==> src/rtl/mflpc_params.svh <==
`ifndef MFLPC_PARAMS_SVH
`define MFLPC_PARAMS_SVH

// ****************************************************************
// Register byte offsets
// ****************************************************************
`define MFLPC_ADDR_W 11
`define MFLPC_OFS_RX_LIMIT 11'h414
`define MFLPC_OFS_TX_LIMIT 11'h418
`define MFLPC_OFS_TS_LATENCY 11'h420
`define MFLPC_OFS_PRIO_FIRST 11'h480
`define MFLPC_OFS_PRIO_LAST 11'h49C
`define MFLPC_OFS_LEGACY 11'h4A0
`define MFLPC_PRIO_COUNT 8

// ****************************************************************
// Field positions
// ****************************************************************
`define MFLPC_LIMIT_EN_BIT 16
`define MFLPC_LIMIT_SIZE_MSB 14
`define MFLPC_TS_CORR_BIT 16
`define MFLPC_TS_LAT_MSB 15
`define MFLPC_HALF_W 16

// ****************************************************************
// Reset values
// ****************************************************************
`define MFLPC_RST_LIMIT_SIZE 15'h05EE
`define MFLPC_RST_LIMIT_EN 1'h0
`define MFLPC_RST_TS_LAT_CF 16'h0080
`define MFLPC_RST_TS_LAT_OTHER 16'h0060
`define MFLPC_RST_TS_CORR 1'h1
`define MFLPC_RST_QUANTA 16'hFFFF
`define MFLPC_RST_REFRESH 16'hFF00

// ****************************************************************
// Timing
// ****************************************************************
`define MFLPC_READ_LATENCY 1

`endif

==> src/rtl/mflpc_pkg.sv <==
package mflpc_pkg;

    typedef struct packed {
        logic rxEnable;
        logic [14:0] rxSize;
        logic txEnable;
        logic [14:0] txSize;
    } mflpc_limits_s;

    typedef struct packed {
        logic correctEnable;
        logic [15:0] latencyNs;
    } mflpc_ts_s;

    typedef struct packed {
        logic [15:0] refresh;
        logic [15:0] quanta;
    } mflpc_pause_s;

    typedef mflpc_pause_s [7:0] mflpc_pause_arr_t;

endpackage : mflpc_pkg

==> src/rtl/mflpc_pause_slot.sv <==
`include "mflpc_params.svh"

module mflpc_pause_slot (
    input wire logic clk,
    input wire logic wrEn,
    input wire logic [31:0] wrData,
    output mflpc_pkg::mflpc_pause_s value
);

    // ****************************************************************
    // Storage with no reset: default holds only until first write
    // ****************************************************************
    mflpc_pkg::mflpc_pause_s value_reg = '{refresh: `MFLPC_RST_REFRESH, quanta: `MFLPC_RST_QUANTA};
    mflpc_pkg::mflpc_pause_s value_next;

    assign value_next = wrEn ? mflpc_pkg::mflpc_pause_s'(wrData) : value_reg;

    always_ff @(posedge clk) begin
        value_reg <= value_next;
    end

    assign value = value_reg;
endmodule : mflpc_pause_slot

==> src/rtl/mflpc_config.sv <==
`include "mflpc_params.svh"

module mflpc_config #(
    parameter bit TS_PRESENT = 1'b1,
    parameter bit TS_ONE_STEP_CF = 1'b1,
    parameter bit PFC_PRESENT = 1'b1
) (
    input wire logic clk,
    input wire logic reset,
    input wire logic regWrEn,
    input wire logic regRdEn,
    input wire logic [10:0] regAddr,
    input wire logic [31:0] regWrData,
    output logic [31:0] regRdData,
    output logic regRdValid,
    output mflpc_pkg::mflpc_limits_s limits,
    output mflpc_pkg::mflpc_ts_s tsCfg,
    output mflpc_pkg::mflpc_pause_arr_t pauseCfg,
    output logic [15:0] legacyRefresh,
    input wire logic [7:0] pfcReqValid,
    input wire logic [7:0] pfcTxEnable,
    input wire logic refreshTick,
    output logic [7:0] refreshSet
);

    localparam logic [15:0] TS_LAT_RESET = TS_ONE_STEP_CF ? `MFLPC_RST_TS_LAT_CF : `MFLPC_RST_TS_LAT_OTHER;

    // ****************************************************************
    // Address decode
    // ****************************************************************
    wire hitRx = regAddr == `MFLPC_OFS_RX_LIMIT;
    wire hitTx = regAddr == `MFLPC_OFS_TX_LIMIT;
    wire hitTs = (regAddr == `MFLPC_OFS_TS_LATENCY) && TS_PRESENT;
    wire hitLegacy = (regAddr == `MFLPC_OFS_LEGACY) && PFC_PRESENT;
    wire prioRange = (regAddr >= `MFLPC_OFS_PRIO_FIRST) && (regAddr <= `MFLPC_OFS_PRIO_LAST)
        && (regAddr[1:0] == 2'h0);
    wire hitPrio = prioRange && PFC_PRESENT;
    wire [2:0] prioIndex = regAddr[4:2];

    wire wrRx = regWrEn && hitRx;
    wire wrTx = regWrEn && hitTx;
    wire wrTs = regWrEn && hitTs;
    wire wrLegacy = regWrEn && hitLegacy;

    // ****************************************************************
    // Frame length limits
    // ****************************************************************
    logic rxEnable_reg;
    logic rxEnable_next;
    logic [14:0] rxSize_reg;
    logic [14:0] rxSize_next;
    logic txEnable_reg;
    logic txEnable_next;
    logic [14:0] txSize_reg;
    logic [14:0] txSize_next;

    assign rxEnable_next = wrRx ? regWrData[`MFLPC_LIMIT_EN_BIT] : rxEnable_reg;
    assign rxSize_next = wrRx ? regWrData[`MFLPC_LIMIT_SIZE_MSB:0] : rxSize_reg;
    assign txEnable_next = wrTx ? regWrData[`MFLPC_LIMIT_EN_BIT] : txEnable_reg;
    assign txSize_next = wrTx ? regWrData[`MFLPC_LIMIT_SIZE_MSB:0] : txSize_reg;

    always_ff @(posedge clk) begin
        if (reset) begin
            rxEnable_reg <= `MFLPC_RST_LIMIT_EN;
            rxSize_reg <= `MFLPC_RST_LIMIT_SIZE;
            txEnable_reg <= `MFLPC_RST_LIMIT_EN;
            txSize_reg <= `MFLPC_RST_LIMIT_SIZE;
        end else begin
            rxEnable_reg <= rxEnable_next;
            rxSize_reg <= rxSize_next;
            txEnable_reg <= txEnable_next;
            txSize_reg <= txSize_next;
        end
    end

    assign limits = '{rxEnable: rxEnable_reg, rxSize: rxSize_reg, txEnable: txEnable_reg, txSize: txSize_reg};

    // ****************************************************************
    // Transmit timestamp latency
    // ****************************************************************
    logic tsCorr_reg;
    logic tsCorr_next;
    logic [15:0] tsLat_reg;
    logic [15:0] tsLat_next;

    assign tsCorr_next = wrTs ? regWrData[`MFLPC_TS_CORR_BIT] : tsCorr_reg;
    assign tsLat_next = wrTs ? regWrData[`MFLPC_TS_LAT_MSB:0] : tsLat_reg;

    always_ff @(posedge clk) begin
        if (reset) begin
            tsCorr_reg <= `MFLPC_RST_TS_CORR;
            tsLat_reg <= TS_LAT_RESET;
        end else begin
            tsCorr_reg <= tsCorr_next;
            tsLat_reg <= tsLat_next;
        end
    end

    // Without timestamping the adjustment is disabled and zero
    assign tsCfg = TS_PRESENT ? mflpc_pkg::mflpc_ts_s'{correctEnable: tsCorr_reg, latencyNs: tsLat_reg}
        : mflpc_pkg::mflpc_ts_s'{correctEnable: 1'b0, latencyNs: 16'h0000};

    // ****************************************************************
    // Legacy pause refresh
    // ****************************************************************
    logic [15:0] legacy_reg;
    logic [15:0] legacy_next;

    assign legacy_next = wrLegacy ? regWrData[31:`MFLPC_HALF_W] : legacy_reg;

    always_ff @(posedge clk) begin
        if (reset) begin
            legacy_reg <= `MFLPC_RST_REFRESH;
        end else begin
            legacy_reg <= legacy_next;
        end
    end

    assign legacyRefresh = PFC_PRESENT ? legacy_reg : 16'h0000;

    // ****************************************************************
    // Per-priority pause registers
    // ****************************************************************
    mflpc_pkg::mflpc_pause_arr_t prioValue;

    for (genvar p = 0; p < `MFLPC_PRIO_COUNT; p++) begin : gPrio
        wire prioWr = regWrEn && hitPrio && (prioIndex == 3'(p));
        mflpc_pause_slot uSlot (
            .clk(clk),
            .wrEn(prioWr),
            .wrData(regWrData),
            .value(prioValue[p])
        );
        assign pauseCfg[p] = PFC_PRESENT ? prioValue[p] : '0;
    end

    // ****************************************************************
    // Refresh set: every active priority joins each refresh
    // ****************************************************************
    logic [7:0] refreshSet_reg;
    logic [7:0] refreshSet_next;
    wire [7:0] activePrio = pfcReqValid & pfcTxEnable;

    assign refreshSet_next = (refreshTick && PFC_PRESENT) ? activePrio : 8'h00;

    always_ff @(posedge clk) begin
        if (reset) begin
            refreshSet_reg <= 8'h00;
        end else begin
            refreshSet_reg <= refreshSet_next;
        end
    end

    assign refreshSet = refreshSet_reg;

    // ****************************************************************
    // Read path
    // ****************************************************************
    wire [31:0] rdRx = {15'h0000, rxEnable_reg, 1'b0, rxSize_reg};
    wire [31:0] rdTx = {15'h0000, txEnable_reg, 1'b0, txSize_reg};
    wire [31:0] rdTs = {15'h0000, tsCorr_reg, tsLat_reg};
    wire [31:0] rdLegacy = {legacy_reg, 16'h0000};
    wire [31:0] rdPrio = prioValue[prioIndex];
    wire [31:0] rdMux = hitRx ? rdRx
        : hitTx ? rdTx
        : hitTs ? rdTs
        : hitLegacy ? rdLegacy
        : hitPrio ? rdPrio
        : 32'h00000000;

    logic [31:0] rdData_reg;
    logic [31:0] rdData_next;
    logic rdValid_reg;

    assign rdData_next = regRdEn ? rdMux : rdData_reg;

    always_ff @(posedge clk) begin
        if (reset) begin
            rdData_reg <= 32'h00000000;
            rdValid_reg <= 1'b0;
        end else begin
            rdData_reg <= rdData_next;
            rdValid_reg <= regRdEn;
        end
    end

    assign regRdData = rdData_reg;
    assign regRdValid = rdValid_reg;
endmodule : mflpc_config

==> config.mk <==
export PLATFORM = sky130hd
export DESIGN_NAME = mflpc_config
export DESIGN_NICKNAME = d
export VERILOG_FILES = /design/src/rtl/mflpc_pkg.sv /design/src/rtl/mflpc_pause_slot.sv /design/src/rtl/mflpc_config.sv
export VERILOG_INCLUDE_DIRS = /design/src /design/src/rtl
export SDC_FILE = /design/constraint.sdc
export NUM_CORES = 1
export LEC_CHECK = 0
export ABC_CLOCK_PERIOD_IN_PS = 3840
export BUFFER_PORTS_ARGS = -buffer_cell sky130_fd_sc_hd__buf_2
export CAP_MARGIN = 25
export CORE_MARGIN = 1
export CORE_UTILIZATION = 30
export DETAILED_ROUTE_END_ITERATION = 10
export GPL_ROUTABILITY_DRIVEN = 0
export PLACE_DENSITY_LB_ADDON = 0.3
export SYNTH_ARGS = -nofsm -noshare
export SYNTH_HDL_FRONTEND = slang
export SYNTH_HIERARCHICAL = 1
export SYNTH_SLANG_ARGS = --single-unit
==> constraint.sdc <==
create_clock -name clk -period 3.84 [get_ports clk]
set_input_delay 0.768 -clock clk [delete_from_list [all_inputs] [get_ports clk]]
set_output_delay 0.768 -clock clk [all_outputs]
set_load 0.03 [all_outputs]
==> results of run 1 <==
[cell usage in the layout, fill, tap and decap left out, types with 6 or more instances in the layout]
cell,n
a21boi_0,7
mux2i_1,22
buf_2,423
edfxtp_1,256
a22oi_1,12
clkinv_2,9
nor2_4,9
a21oi_2,8
nand3_1,13
nand3b_1,20
nor2b_1,44
buf_4,39
mux4_2,49
o21ai_0,61
a21oi_1,44
a221o_1,6
nand2_1,150
a32oi_1,8
a211oi_1,16
dfxtp_1,106
clkbuf_16,41
o22ai_1,6
and3_1,8
o21a_1,11
clkbuf_1,8
a211o_1,8
buf_12,6
[layer usage]
metal,wire (um),up-vias,share of wire
met1,22110,5247,0.43
li1,-,4628,-
met3,3332,80,0.064
met5,0,-,0
met4,1569,0,0.030
met2,24690,403,0.48
[kinds of logic after synthesis]
logic type | synth area share
mux | 0.09509
simple gates | 0.09853
flops | 0.6928
buf+inv | 0.02324
compound gates | 0.09032
[metrics by stage]
step / util / setup slack (ps) / hold WS (ps) / cell area (um^2)
3_5_place_dp: 0.3703 / 592.6 / 441.1 / 17240
5_1_grt: 0.3969 / 1107 / 408.9 / 18480
3_3_place_gp: 0.3703 / 640.8 / 433.2 / 17240
2_1_floorplan: - / -65.17 / 445.6 / 14160
6_report: 0.3969 / 1160 / 437.1 / 18480
4_1_cts: 0.3968 / 1170 / 401.5 / 18480
[Yosys cell counts, drive strengths merged, types with 2 or more instances]
cell | instances | area share
edfxtp | 256 | 0.54
nand2 | 150 | 0.040
dfxtp | 106 | 0.15
o21ai | 62 | 0.022
a21oi | 52 | 0.021
mux4 | 49 | 0.078
nor2b | 45 | 0.020
clkbuf | 42 | 0.011
buf | 25 | 0.011
mux2i | 22 | 0.016
nand3b | 20 | 0.011
a211oi | 16 | 0.0085
nor2 | 16 | 0.0042
nand3 | 13 | 0.0046
a22oi | 12 | 0.0064
o21a | 11 | 0.0058
a211o | 8 | 0.0049
a32oi | 8 | 0.0049
and3 | 8 | 0.0035
a21boi | 7 | 0.0037
a221o | 6 | 0.0042
o22ai | 6 | 0.0027
a31o | 5 | 0.0031
nor4 | 5 | 0.0037
a22o | 4 | 0.0025
nand2b | 4 | 0.0018
nand4 | 3 | 0.0013
and2 | 2 | 0.00088
inv | 2 | 0.00053
mux2 | 2 | 0.0016
nor3 | 2 | 0.00071
nor4b | 2 | 0.0012
or3 | 2 | 0.00088
or3b | 2 | 0.0012
or4 | 2 | 0.0013
or4b | 2 | 0.0017
[power groups by stage]
stage	clock [mW]	sequential, mW	combinational (mW)
after floorplan	0	4.27	0.164
after global placement	0	4.26	0.329
after detailed placement	0	4.26	0.332
after CTS	3.77	4.18	0.333
after global routing	3.91	4.18	0.353
final	3.67	4.18	0.329
[final cells by class]
cell class / count / area (um^2) / share of cell area
Antenna cell: 1 / 2.502 / 0.0001354
Clock buffer: 51 / 1084 / 0.05864
Clock inverter: 22 / 151.4 / 0.008193
Inverter: 2 / 7.507 / 0.0004063
Multi-Input combinational cell: 552 / 4123 / 0.2231
Sequential cell: 362 / 9809 / 0.5309
Tap cell: 607 / 759.5 / 0.04110
Timing Repair Buffer: 469 / 2541 / 0.1375
[worst max path at each step]
stage	end	slack, ps	cells after the start
after global placement	gPrio[6].uSlot/value[29]$_DFFE_PP_	640	6
after floorplan	gPrio[4].uSlot/value[0]$_DFFE_PP_	-70	5
after CTS	gPrio[6].uSlot/value[26]$_DFFE_PP_	1170	6
after detailed placement	gPrio[6].uSlot/value[20]$_DFFE_PP_	590	6
after global routing	regRdData[13]$_SDFFE_PP0P_	1110	7
final	gPrio[6].uSlot/value[26]$_DFFE_PP_	1160	6
==> results by group, run 1 <==
Outcome
  – Status: complete, no violations

Logic synthesis
  – Mapped Avg Cell Area: about 14 um^2
  – Async SR Flop Fraction: 0
  – Synthesized flop and latch total: 362
  – Yosys warns: 6
  – Sequential area share after synthesis: 0.6928
  – Mapped cell area: 14160 um^2
  – Post-synthesis net count: about 1000
  – Netlist cell types: around 50
  – Top_reg_cell synth: edfxtp_1
  – Syn Inst Count: just under 1000
  – EDFF count, synth: between 200 and 300

Critical path
  – Worst setup path start: regAddr[5]
  – Crit-path max FO: 16
  – Worst path max stage delay: around 700 ps
  – Kind of cell adding the most delay to the critical path: simple AND/OR/NAND/NOR gates
  – CP Class: in -> reg
  – Worst r2r dst: regRdData[0]$_SDFFE_PP0P_
  – RR Startpoint: gPrio[0].uSlot/value[0]$_DFFE_PP_
  – Startpoint type of the worst setup path: primary input
  – FF-to-FF path depth: 4
  – Arrival @ worst endpoint: ~2900 ps
  – Worst R2R Setup Slack: between 2000 and 2500 ps
  – Cells along the critical path: buf_2, or4b_1, nor2_2, nand3_1, nor2_4, buf_12
  – Worst Path Required: roughly 4100 ps
  – Buf/Inv on CP: 2
  – Critical Path Sink Type: flop
  – Crit path max-delay cell type: or4b_1

Global routing
  – Gr busiest metal: met2
  – GRT Residual Overflow: 0
  – First-pass GRT wire length: around 72000 um
  – GR Util met3: 0.04934
  – Vias in the first global route: slightly above 10000
  – GRT Resource Usage Total: 0.2105
  – Initial antenna violation count: 1
  – Largest net degree at the start of global routing: 37
  – Met1 usage: 0.2771
  – GR Util met2: 0.3353

Drt
  – DR vias/cell: approximately 5.0
  – DRC: 0
  – Via count: roughly 10000
  – DRT Pass-1 Iters: 5
  – ANT nets after route: 0
  – DR iter-0 viols: 799
  – Post-DR wirelength/cell: 25.03 um
  – Drt total wl: 51700 um

Timing
  – Worst Max-Slew Pin Slew: 744.6 ps
  – Final Cycle Share: 0.6979
  – Worst Skew: roughly 16 ps
  – Crit path time final: about 2700 ps
  – RSZ-0062 raised after global routing: no
  – Fmax: 373.1 MHz
  – Total Neg Setup Slack: 0 ps
  – Slew headroom: 0.5024
  – Fin. max-slew vios: 0
  – Final Hold Fails: 0
  – Setup violations, final: 0

Placed design
  – Post-detail-place hpwl: around 36000 um
  – Placed Cells: roughly 2000
  – I/O Buffers: about 430

CTS
  – H-tree Lvls: 2
  – Root Driver: clkbuf_16
  – CTS Buf Count: 41
  – Clk slew on worst S/H paths: 60 ps
  – Clk buf depth: 3
  – CTS tree: done
  – Cts repair resizes: 0
  – Latest clock arrival within the worst-skew pair: approximately 550 ps
  – Setup Fix Bufs, Post-CTS: 0
  – Post-CTS Hold Fix Bufs: 0
  – Clock Sinks: roughly 360

Final layout
  – Finished Layout Cells: approximately 2100
  – Layout cell share with drive strength beyond 1: 0.4218
  – Nets: between 1000 and 1500
  – Area grow syn2layout: 30.51%
  – Max reg flops: 256
  – Fillers: roughly 4400

Power
  – Peak VDD IR: 284.6 uV
  – Switching power: 1.804 mW
  – Clock group share of total power: 0.448
  – Leak pwr: 6.908 nW
  – Design Power: between 8 and 9 mW
  – Cell Int Power: 6.370 mW
  – PwrDens: between 400 and 500 nW/um^2
  – Combinational Power Share: 0.040
  – Sequential power share: 0.511
  – Sw frac: 0.2207

Floorplanning
  – Ports: 426
  – Placement Rows: slightly below 80
  – Die area: ~48000 um^2
  – Die Span Y: roughly 220 um
  – Die X: approximately 220 um
  – Core area: approximately 47000 um^2
  – Initial Util: 0.3041

Flow run
  – Max_cap viols: 0

Hold path
  – Worst hold start: pfcTxEnable[0]
  – Hold Path Sink: refreshSet[0]$_SDFF_PP0_
  – Number of cells on the worst hold path: 2
  – Hold Crit Class: in -> reg
(Power assumes the default switching activity.)
==> run 2: changes to the inputs <==
--- a/config.mk
+++ b/config.mk
@@ -6,7 +6,8 @@
 export SDC_FILE = /design/constraint.sdc
 export NUM_CORES = 1
 export LEC_CHECK = 0
-export ABC_CLOCK_PERIOD_IN_PS = 3840
+export ABC_AREA = 1
+export ABC_CLOCK_PERIOD_IN_PS = 2710
 export BUFFER_PORTS_ARGS = -buffer_cell sky130_fd_sc_hd__buf_2
 export CAP_MARGIN = 25
 export CORE_MARGIN = 1
==> constraint.sdc (replaced) <==
create_clock -name clk -period 2.71 [get_ports clk]
set_input_delay 0.542 -clock clk [delete_from_list [all_inputs] [get_ports clk]]
set_output_delay 0.542 -clock clk [all_outputs]
set_load 0.03 [all_outputs]
==> run 2 against run 1 <==
Setup slack worse by 530 ps. Critical path type unchanged. Critical path depth increased by 1. Non-clock buffer count rose by 3. Flip-flop and latch count is the same. Final cell count grew 23%.
==> results by group, run 2 <==
Outcome
  – Status: complete, no violations

CTS
  – Clk buf depth: 3 (unchanged)
  – H-tree Lvls: 2 (unchanged)
  – Clk slew on worst S/H paths: 60 ps (about the same)
  – Latest clock arrival within the worst-skew pair: 560 ps (about the same)
  – Setup Fix Bufs, Post-CTS: 0 (unchanged)
  – CTS Buf Count: 41 (unchanged)
  – Root Driver: clkbuf_16
  – Post-CTS Hold Fix Bufs: 0 (unchanged)
  – Clock Sinks: 362 (unchanged)
  – CTS tree: done
  – Cts repair resizes: 0 (unchanged)

Placed design
  – I/O Buffers: 425 (unchanged)
  – Placed Cells: 2467 (+24%)
  – Post-detail-place hpwl: 40530 um (+11%)
  – Placed Area: 17770 um^2 (+3.1%)
  – Pre-CTS setup slack: 24.15 ps (-568.5 ps)

Global routing
  – GRT Resource Usage Total: 0.2171 (+0.006584)
  – Largest net degree at the start of global routing: 72 (+95%)
  – First-pass GRT wire length: 79010 um (+9.9%)
  – Initial antenna violation count: 6 (+5)
  – Vias in the first global route: 11430 (+11%)
  – GRT Residual Overflow: 0 (unchanged)

Logic synthesis
  – Largest area contributor in the synthesized netlist: edfxtp_1
  – Async SR Flop Fraction: 0 (unchanged)
  – Mapped cell area: 14720 um^2 (+4.0%)
  – Syn Inst Count: 1461 (+49%)
  – Top_reg_cell synth: edfxtp_1
  – Dominant cells by area after synthesis: edfxtp_1 52%, dfxtp_1 14%, nor2_1 7.4%, nand2_1 7.1%, a21oi_1 3.9%
  – Top-count cell post-synth: nor2_1
  – EDFF count, synth: 256 (unchanged)
  – Synth cell count leaders: 292 x nor2_1, 279 x nand2_1, 256 x edfxtp_1, 116 x a21oi_1, 108 x inv_1
  – Share of the synthesized area in the top cell type: 0.5222 (-0.02072)
  – Synthesized flop and latch total: 362 (unchanged)
  – Netlist cell types: 32 (-35%)
  – Yosys warns: 6 (unchanged)
  – Mapped Avg Cell Area: 10.08 um^2 (-30%)
  – Post-synthesis net count: 1525 (+46%)
  – Sequential area share after synthesis: 0.6664 (-0.02644)

Timing
  – Fmax: about 480 MHz
  – Crit path time final: 2078 ps
  – Setup violations, final: 0 (unchanged)
  – Slew headroom: 0.6135 (+0.1111)
  – Worst Skew: 11.08 ps (-4.755 ps)
  – Final Cycle Share: 0.7666
  – Worst Max-Slew Pin Slew: 578.9 ps (-165.7 ps)
  – Final Hold Fails: 0 (unchanged)
  – Worst Slack Setup Final: 632.5 ps (-527.6 ps)
  – RSZ-0062 raised after global routing: no
  – Fin. max-slew vios: 0 (unchanged)

Floorplanning
  – Die X: 223.5 um (+1.9%)
  – Initial Util: 0.3064 (+0.002260)
  – Die area: 49960 um^2 (+3.9%)
  – Ports: 426 (unchanged)
  – Placement Rows: 80 (+1.3%)
  – Core area: 48050 um^2 (+3.2%)
  – Die Span Y: 223.5 um (+1.9%)

Power
  – Switching power: 2.663 mW (+48%)
  – Sequential power share: 0.492 (-0.019)
  – Combinational Power Share: 0.048 (+0.008)
  – Sw frac: 0.2215 (+0.0008459)
  – Design Power: 12.02 mW (+47%)
  – Leak pwr: 8.048 nW (+16%)
  – Cell Int Power: 9.360 mW (+47%)
  – Peak VDD IR: 411.1 uV (+44%)
  – Clock group share of total power: 0.460 (+0.012)
  – PwrDens: 629.4 nW/um^2 (+42%)

Drt
  – Via count: 12210 (+18%)
  – DRC: 0 (unchanged)
  – Post-DR wirelength/cell: 21.90 um (-12%)
  – ANT nets after route: 0 (unchanged)
  – DRT Pass-1 Iters: 5 (unchanged)
  – DR iter-0 viols: 831 (+4.0%)
  – DR vias/cell: 4.796 (-4.3%)
  – Drt total wl: 55750 um (+7.8%)

Final layout
  – Layout cell share with drive strength beyond 1: 0.2927 (-0.1291)
  – Storage cell area: 9809 um^2 (unchanged)
  – Nets: 1959 (+31%)
  – Commonest non-fill, non-tap cell in the layout: buf_2
  – Area grow syn2layout: 29.78%
  – Fin util: 0.3976 (+0.0007370)
  – Design Area, Final: 19100 um^2 (+3.4%)
  – Most frequent cells in the layout: 424 x buf_2, 284 x nor2_1, 278 x nand2_1, 256 x edfxtp_1, 116 x a21oi_1
  – Area of the multi-input gates: 4126 um^2 (about the same)
  – Max reg flops: 256 (unchanged)
  – Fillers: 4777 (+8.2%)
  – Finished Layout Cells: 2545 (+23%)

Critical path
  – Critical Path Sink Type: flop
  – Worst R2R Setup Slack: 1270 ps (-880 ps)
  – Worst Path Required: 2940 ps (-1150 ps)
  – FF-to-FF path depth: 10 (+6)
  – Crit path max-delay cell type: nand3_1
  – CP Class: in -> reg
  – Arrival @ worst endpoint: 2300 ps (-630 ps)
  – Crit-path max FO: 14 (-2)
  – Cells along the critical path: buf_2, nor2_1, nand2_2, nor3_4, nand3_1, nor2_4, buf_4
  – Worst r2r dst: regRdData[16]$_SDFFE_PP0P_
  – RR Startpoint: gPrio[2].uSlot/value[16]$_DFFE_PP_
  – Buf/Inv on CP: 2 (unchanged)
  – Startpoint type of the worst setup path: primary input
  – Kind of cell adding the most delay to the critical path: simple AND/OR/NAND/NOR gates
  – Worst path max stage delay: 350 ps (-350 ps)

Hold path
  – Hold Crit Class: in -> reg
  – Worst hold start: pfcTxEnable[6]
  – Number of cells on the worst hold path: 3 (+1)
  – Hold Path Sink: refreshSet[6]$_SDFF_PP0_

Flow run
  – Max_cap viols: 0 (unchanged)
[run 2: cell types whose count changed after synthesis, sizes merged, moves of 14 or more]
cell / before / now
nand3: 13 / 55
nor2: 16 / 294
mux4: 49 / 0
o211ai: 0 / 17
nand2: 150 / 289
nand3b: 20 / 1
buf: 25 / 53
inv: 2 / 113
clkbuf: 42 / 28
o22a: 0 / 15
a211oi: 16 / 0
o21ai: 62 / 86
nor2b: 45 / 0
a21oi: 52 / 116
[run 2: cells by family (layout without fill, tap and decap cells)]
logic type,after synthesis,in the layout,synth area share
AO/OA/AOI/OAI,234,234,0.08627
buffers and inverters,195,661,0.05754
flip-flops,362,362,0.6664
other,0,3,0
AND/OR/NAND/NOR,656,656,0.1803
multiplexers,14,14,0.009519
[run 2: area by class of cell]
type,count,area share
diodes,3,0.0003930
clock buffers,57,0.05894
clock inverters,18,0.01035
inverters,114,0.02279
multi-input cells,904,0.2160
flip-flops and latches,362,0.5135
well taps,615,0.04028
repair buffers,472,0.1378
[run 2: power by group through the flow]
stage               clock network [mW]  logic (mW)  registers [mW]
floorplan                            0       0.288            6.05
global placement                     0       0.562            6.04
detailed placement                   0       0.568            6.04
CTS                               5.65       0.570            5.92
global route                      5.86       0.621            5.92
finish                            5.53       0.571            5.92
[run 2: stage by stage]
step	hold slack, ps	TNS [ps]
finish	216.6	0
global route	196.7	0
CTS	186.5	0
detailed placement	451.3	0
global placement	443.2	0
floorplan	437.7	-131120
[run 2: metal layers]
metal	vias to the layer above	GRT usage	wire [um]
met1	5884	0.2927	24320
met2	464	0.3361	25380
met5	-	0	39
met3	97	0.04886	4000
met4	6	0.08992	2011
li1	5756	-	-
[run 2: worst max-delay path by stage]
stage / from / end / depth (start not counted)
floorplan: regAddr[9] / gPrio[4].uSlot/value[0]$_DFFE_PP_ / 6
global placement: regAddr[9] / gPrio[3].uSlot/value[9]$_DFFE_PP_ / 7
detailed placement: regAddr[9] / gPrio[3].uSlot/value[4]$_DFFE_PP_ / 7
CTS: regAddr[9] / gPrio[3].uSlot/value[4]$_DFFE_PP_ / 7
global route: regAddr[9] / gPrio[3].uSlot/value[4]$_DFFE_PP_ / 7
finish: regAddr[9] / gPrio[3].uSlot/value[8]$_DFFE_PP_ / 7
[run 2: tightest hold or removal path, cell delays in order]
cell and delay (ps):
buf_2 90, nand2_1 40, nor2_1 30
==> run 3: changes to the inputs <==
--- a/config.mk
+++ b/config.mk
@@ -7,7 +7,7 @@
 export NUM_CORES = 1
 export LEC_CHECK = 0
 export ABC_AREA = 1
-export ABC_CLOCK_PERIOD_IN_PS = 2710
+export ABC_CLOCK_PERIOD_IN_PS = 2100
 export BUFFER_PORTS_ARGS = -buffer_cell sky130_fd_sc_hd__buf_2
 export CAP_MARGIN = 25
 export CORE_MARGIN = 1
==> constraint.sdc (replaced) <==
create_clock -name clk -period 2.1 [get_ports clk]
set_input_delay 0.42 -clock clk [delete_from_list [all_inputs] [get_ports clk]]
set_output_delay 0.42 -clock clk [all_outputs]
set_load 0.03 [all_outputs]
==> run 3 against run 2 <==
Final cell count grew 0.39%. Largest cell class unchanged. Highest routed layer is now met4. Largest power group unchanged. Via count is essentially flat. Total power grew 31%.
==> results by group, run 3 (same netlist as run 2, synthesis figures left out) <==
Drt
  – DRT Pass-1 Iters: 5 (unchanged)
  – ANT nets after route: 0 (unchanged)
  – DR iter-0 viols: 861 (+3.6%)
  – Via count: 12220 (+0.066%)
  – DRC: 0 (unchanged)
  – Drt total wl: 55430 um (-0.57%)
  – Post-DR wirelength/cell: 21.69 um (-0.96%)
  – DR vias/cell: 4.781 (-0.33%)

Final layout
  – Design Area, Final: 19530 um^2 (+2.2%)
  – Ant diodes: 0 (-3)
  – Most frequent cells in the layout: 424 x buf_2, 282 x nor2_1, 276 x nand2_1, 256 x edfxtp_1, 116 x a21oi_1
  – Commonest non-fill, non-tap cell in the layout: buf_2
  – Nets: 1971 (+0.61%)
  – Layout cell share with drive strength beyond 1: 0.3031 (+0.01041)
  – Fin util: 0.4065 (+0.008906)
  – Area grow syn2layout: 32.69%
  – Max reg flops: 256 (unchanged)
  – Finished Layout Cells: 2555 (+0.39%)

Critical path
  – Crit path max-delay cell type: dfxtp_1
  – Crit-path max FO: 3 (-11)
  – Arrival @ worst endpoint: 1260 ps (-1040 ps)
  – Startpoint type of the worst setup path: flop
  – Worst path max stage delay: 420 ps (+70 ps)
  – Buf/Inv on CP: 1 (-1)
  – Critical Path Sink Type: primary output
  – Worst R2R Setup Slack: 730 ps (-540 ps)
  – Worst setup path start: tsLat_reg[7]$_SDFFE_PP1P_
  – Cells along the critical path: buf_2
  – CP Class: reg -> out
  – Kind of cell adding the most delay to the critical path: flip-flops
  – RR Startpoint: gPrio[2].uSlot/value[3]$_DFFE_PP_
  – Worst Path Required: 1680 ps (-1260 ps)

Timing
  – Slew headroom: 0.6667 (+0.05324)
  – Worst Slack Setup Final: 422.0 ps (-210.4 ps)
  – Worst Skew: 18.00 ps (+6.918 ps)
  – Crit path time final: about 1700 ps
  – Fin. max-slew vios: 0 (unchanged)
  – Setup violations, final: 0 (unchanged)
  – Final Hold Fails: 0 (unchanged)
  – Hold_ws: 79.05 ps (-137.6 ps)
  – RSZ-0062 raised after global routing: no
  – Total Neg Setup Slack: 0 ps (unchanged)
  – Fmax: around 600 MHz
  – Final Cycle Share: 0.7990
  – Worst Max-Slew Pin Slew: 495.8 ps (-83.15 ps)

CTS
  – Setup Fix Bufs, Post-CTS: 0 (unchanged)
  – CTS tree: done
  – Clk buf depth: 3 (unchanged)
  – CTS Buf Count: 42 (+2.4%)
  – H-tree Lvls: 2 (unchanged)
  – Cts repair resizes: 0 (unchanged)
  – Post-CTS Hold Fix Bufs: 0 (unchanged)
  – Root Driver: clkbuf_16
  – Latest clock arrival within the worst-skew pair: 560 ps (about the same)
  – Clock Sinks: 362 (unchanged)
  – Clk slew on worst S/H paths: 60 ps (about the same)

Outcome
  – Status: complete, no violations

Placed design
  – Pre-CTS setup slack: -1.805 ps (-25.95 ps)
  – Placed Cells: 2478 (+0.45%)
  – I/O Buffers: 425 (unchanged)
  – Post-detail-place hpwl: 39990 um (-1.3%)
  – Placed Area: 18150 um^2 (+2.1%)

Hold path
  – Worst hold start: pfcTxEnable[1]
  – Hold Crit Class: in -> reg

Global routing
  – Vias in the first global route: 12140 (+6.2%)
  – GRT Residual Overflow: 0 (unchanged)
  – Largest net degree at the start of global routing: 61 (-15%)
  – Initial antenna violation count: 1 (-5)
  – GRT Resource Usage Total: 0.2181 (+0.0009497)
  – First-pass GRT wire length: 80010 um (+1.3%)

Floorplanning
  – Die Span Y: 223.5 um (unchanged)
  – Die area: 49960 um^2 (unchanged)
  – Initial Util: 0.3064 (unchanged)
  – Die X: 223.5 um (unchanged)
  – Ports: 426 (unchanged)
  – Placement Rows: 80 (unchanged)
  – Core area: 48050 um^2 (unchanged)

Power
  – Leak pwr: 8.222 nW (+2.2%)
  – Design Power: 15.78 mW (+31%)
  – PwrDens: 808.1 nW/um^2 (+28%)
  – Peak VDD IR: 537.4 uV (+31%)

Flow run
  – Max_cap viols: 0 (unchanged)
## run 3: final timing paths
path / cells after the start / endpoint
setup reg to reg: 8 / regRdData[3]$_SDFFE_PP0P_
hold reg to reg: 2 / legacyRefresh[1]$_SDFFE_PP0P_
hold / removal: 3 / refreshSet[1]$_SDFF_PP0_
setup / recovery: 1 / tsCfg[7]
## run 3: layout make-up
type,count,area (um^2)
clock inverters,26,255.2
well taps,615,769.5
repair buffers,483,2965
clock buffers,51,1126
flip-flops and latches,362,9809
multi-input cells,904,4172
fillers,4752,28510
inverters,114,435.4
## run 3: report_power, final
part           internal, mW  leakage [nW]  switching (mW)  total [mW]
combinational         0.232          4.39           0.554       0.786
sequential             7.64          3.16         0.00291        7.64
clock                  4.34         0.678            3.02        7.36
## run 3: metal layers
metal | part of all wire | global-route usage | vias up
li1 | - | - | 5767
met2 | 0.47 | 0.3586 | 516
met1 | 0.41 | 0.2741 | 5863
met5 | 0 | 0 | -
met4 | 0.023 | 0.05745 | 0
met3 | 0.097 | 0.07204 | 69
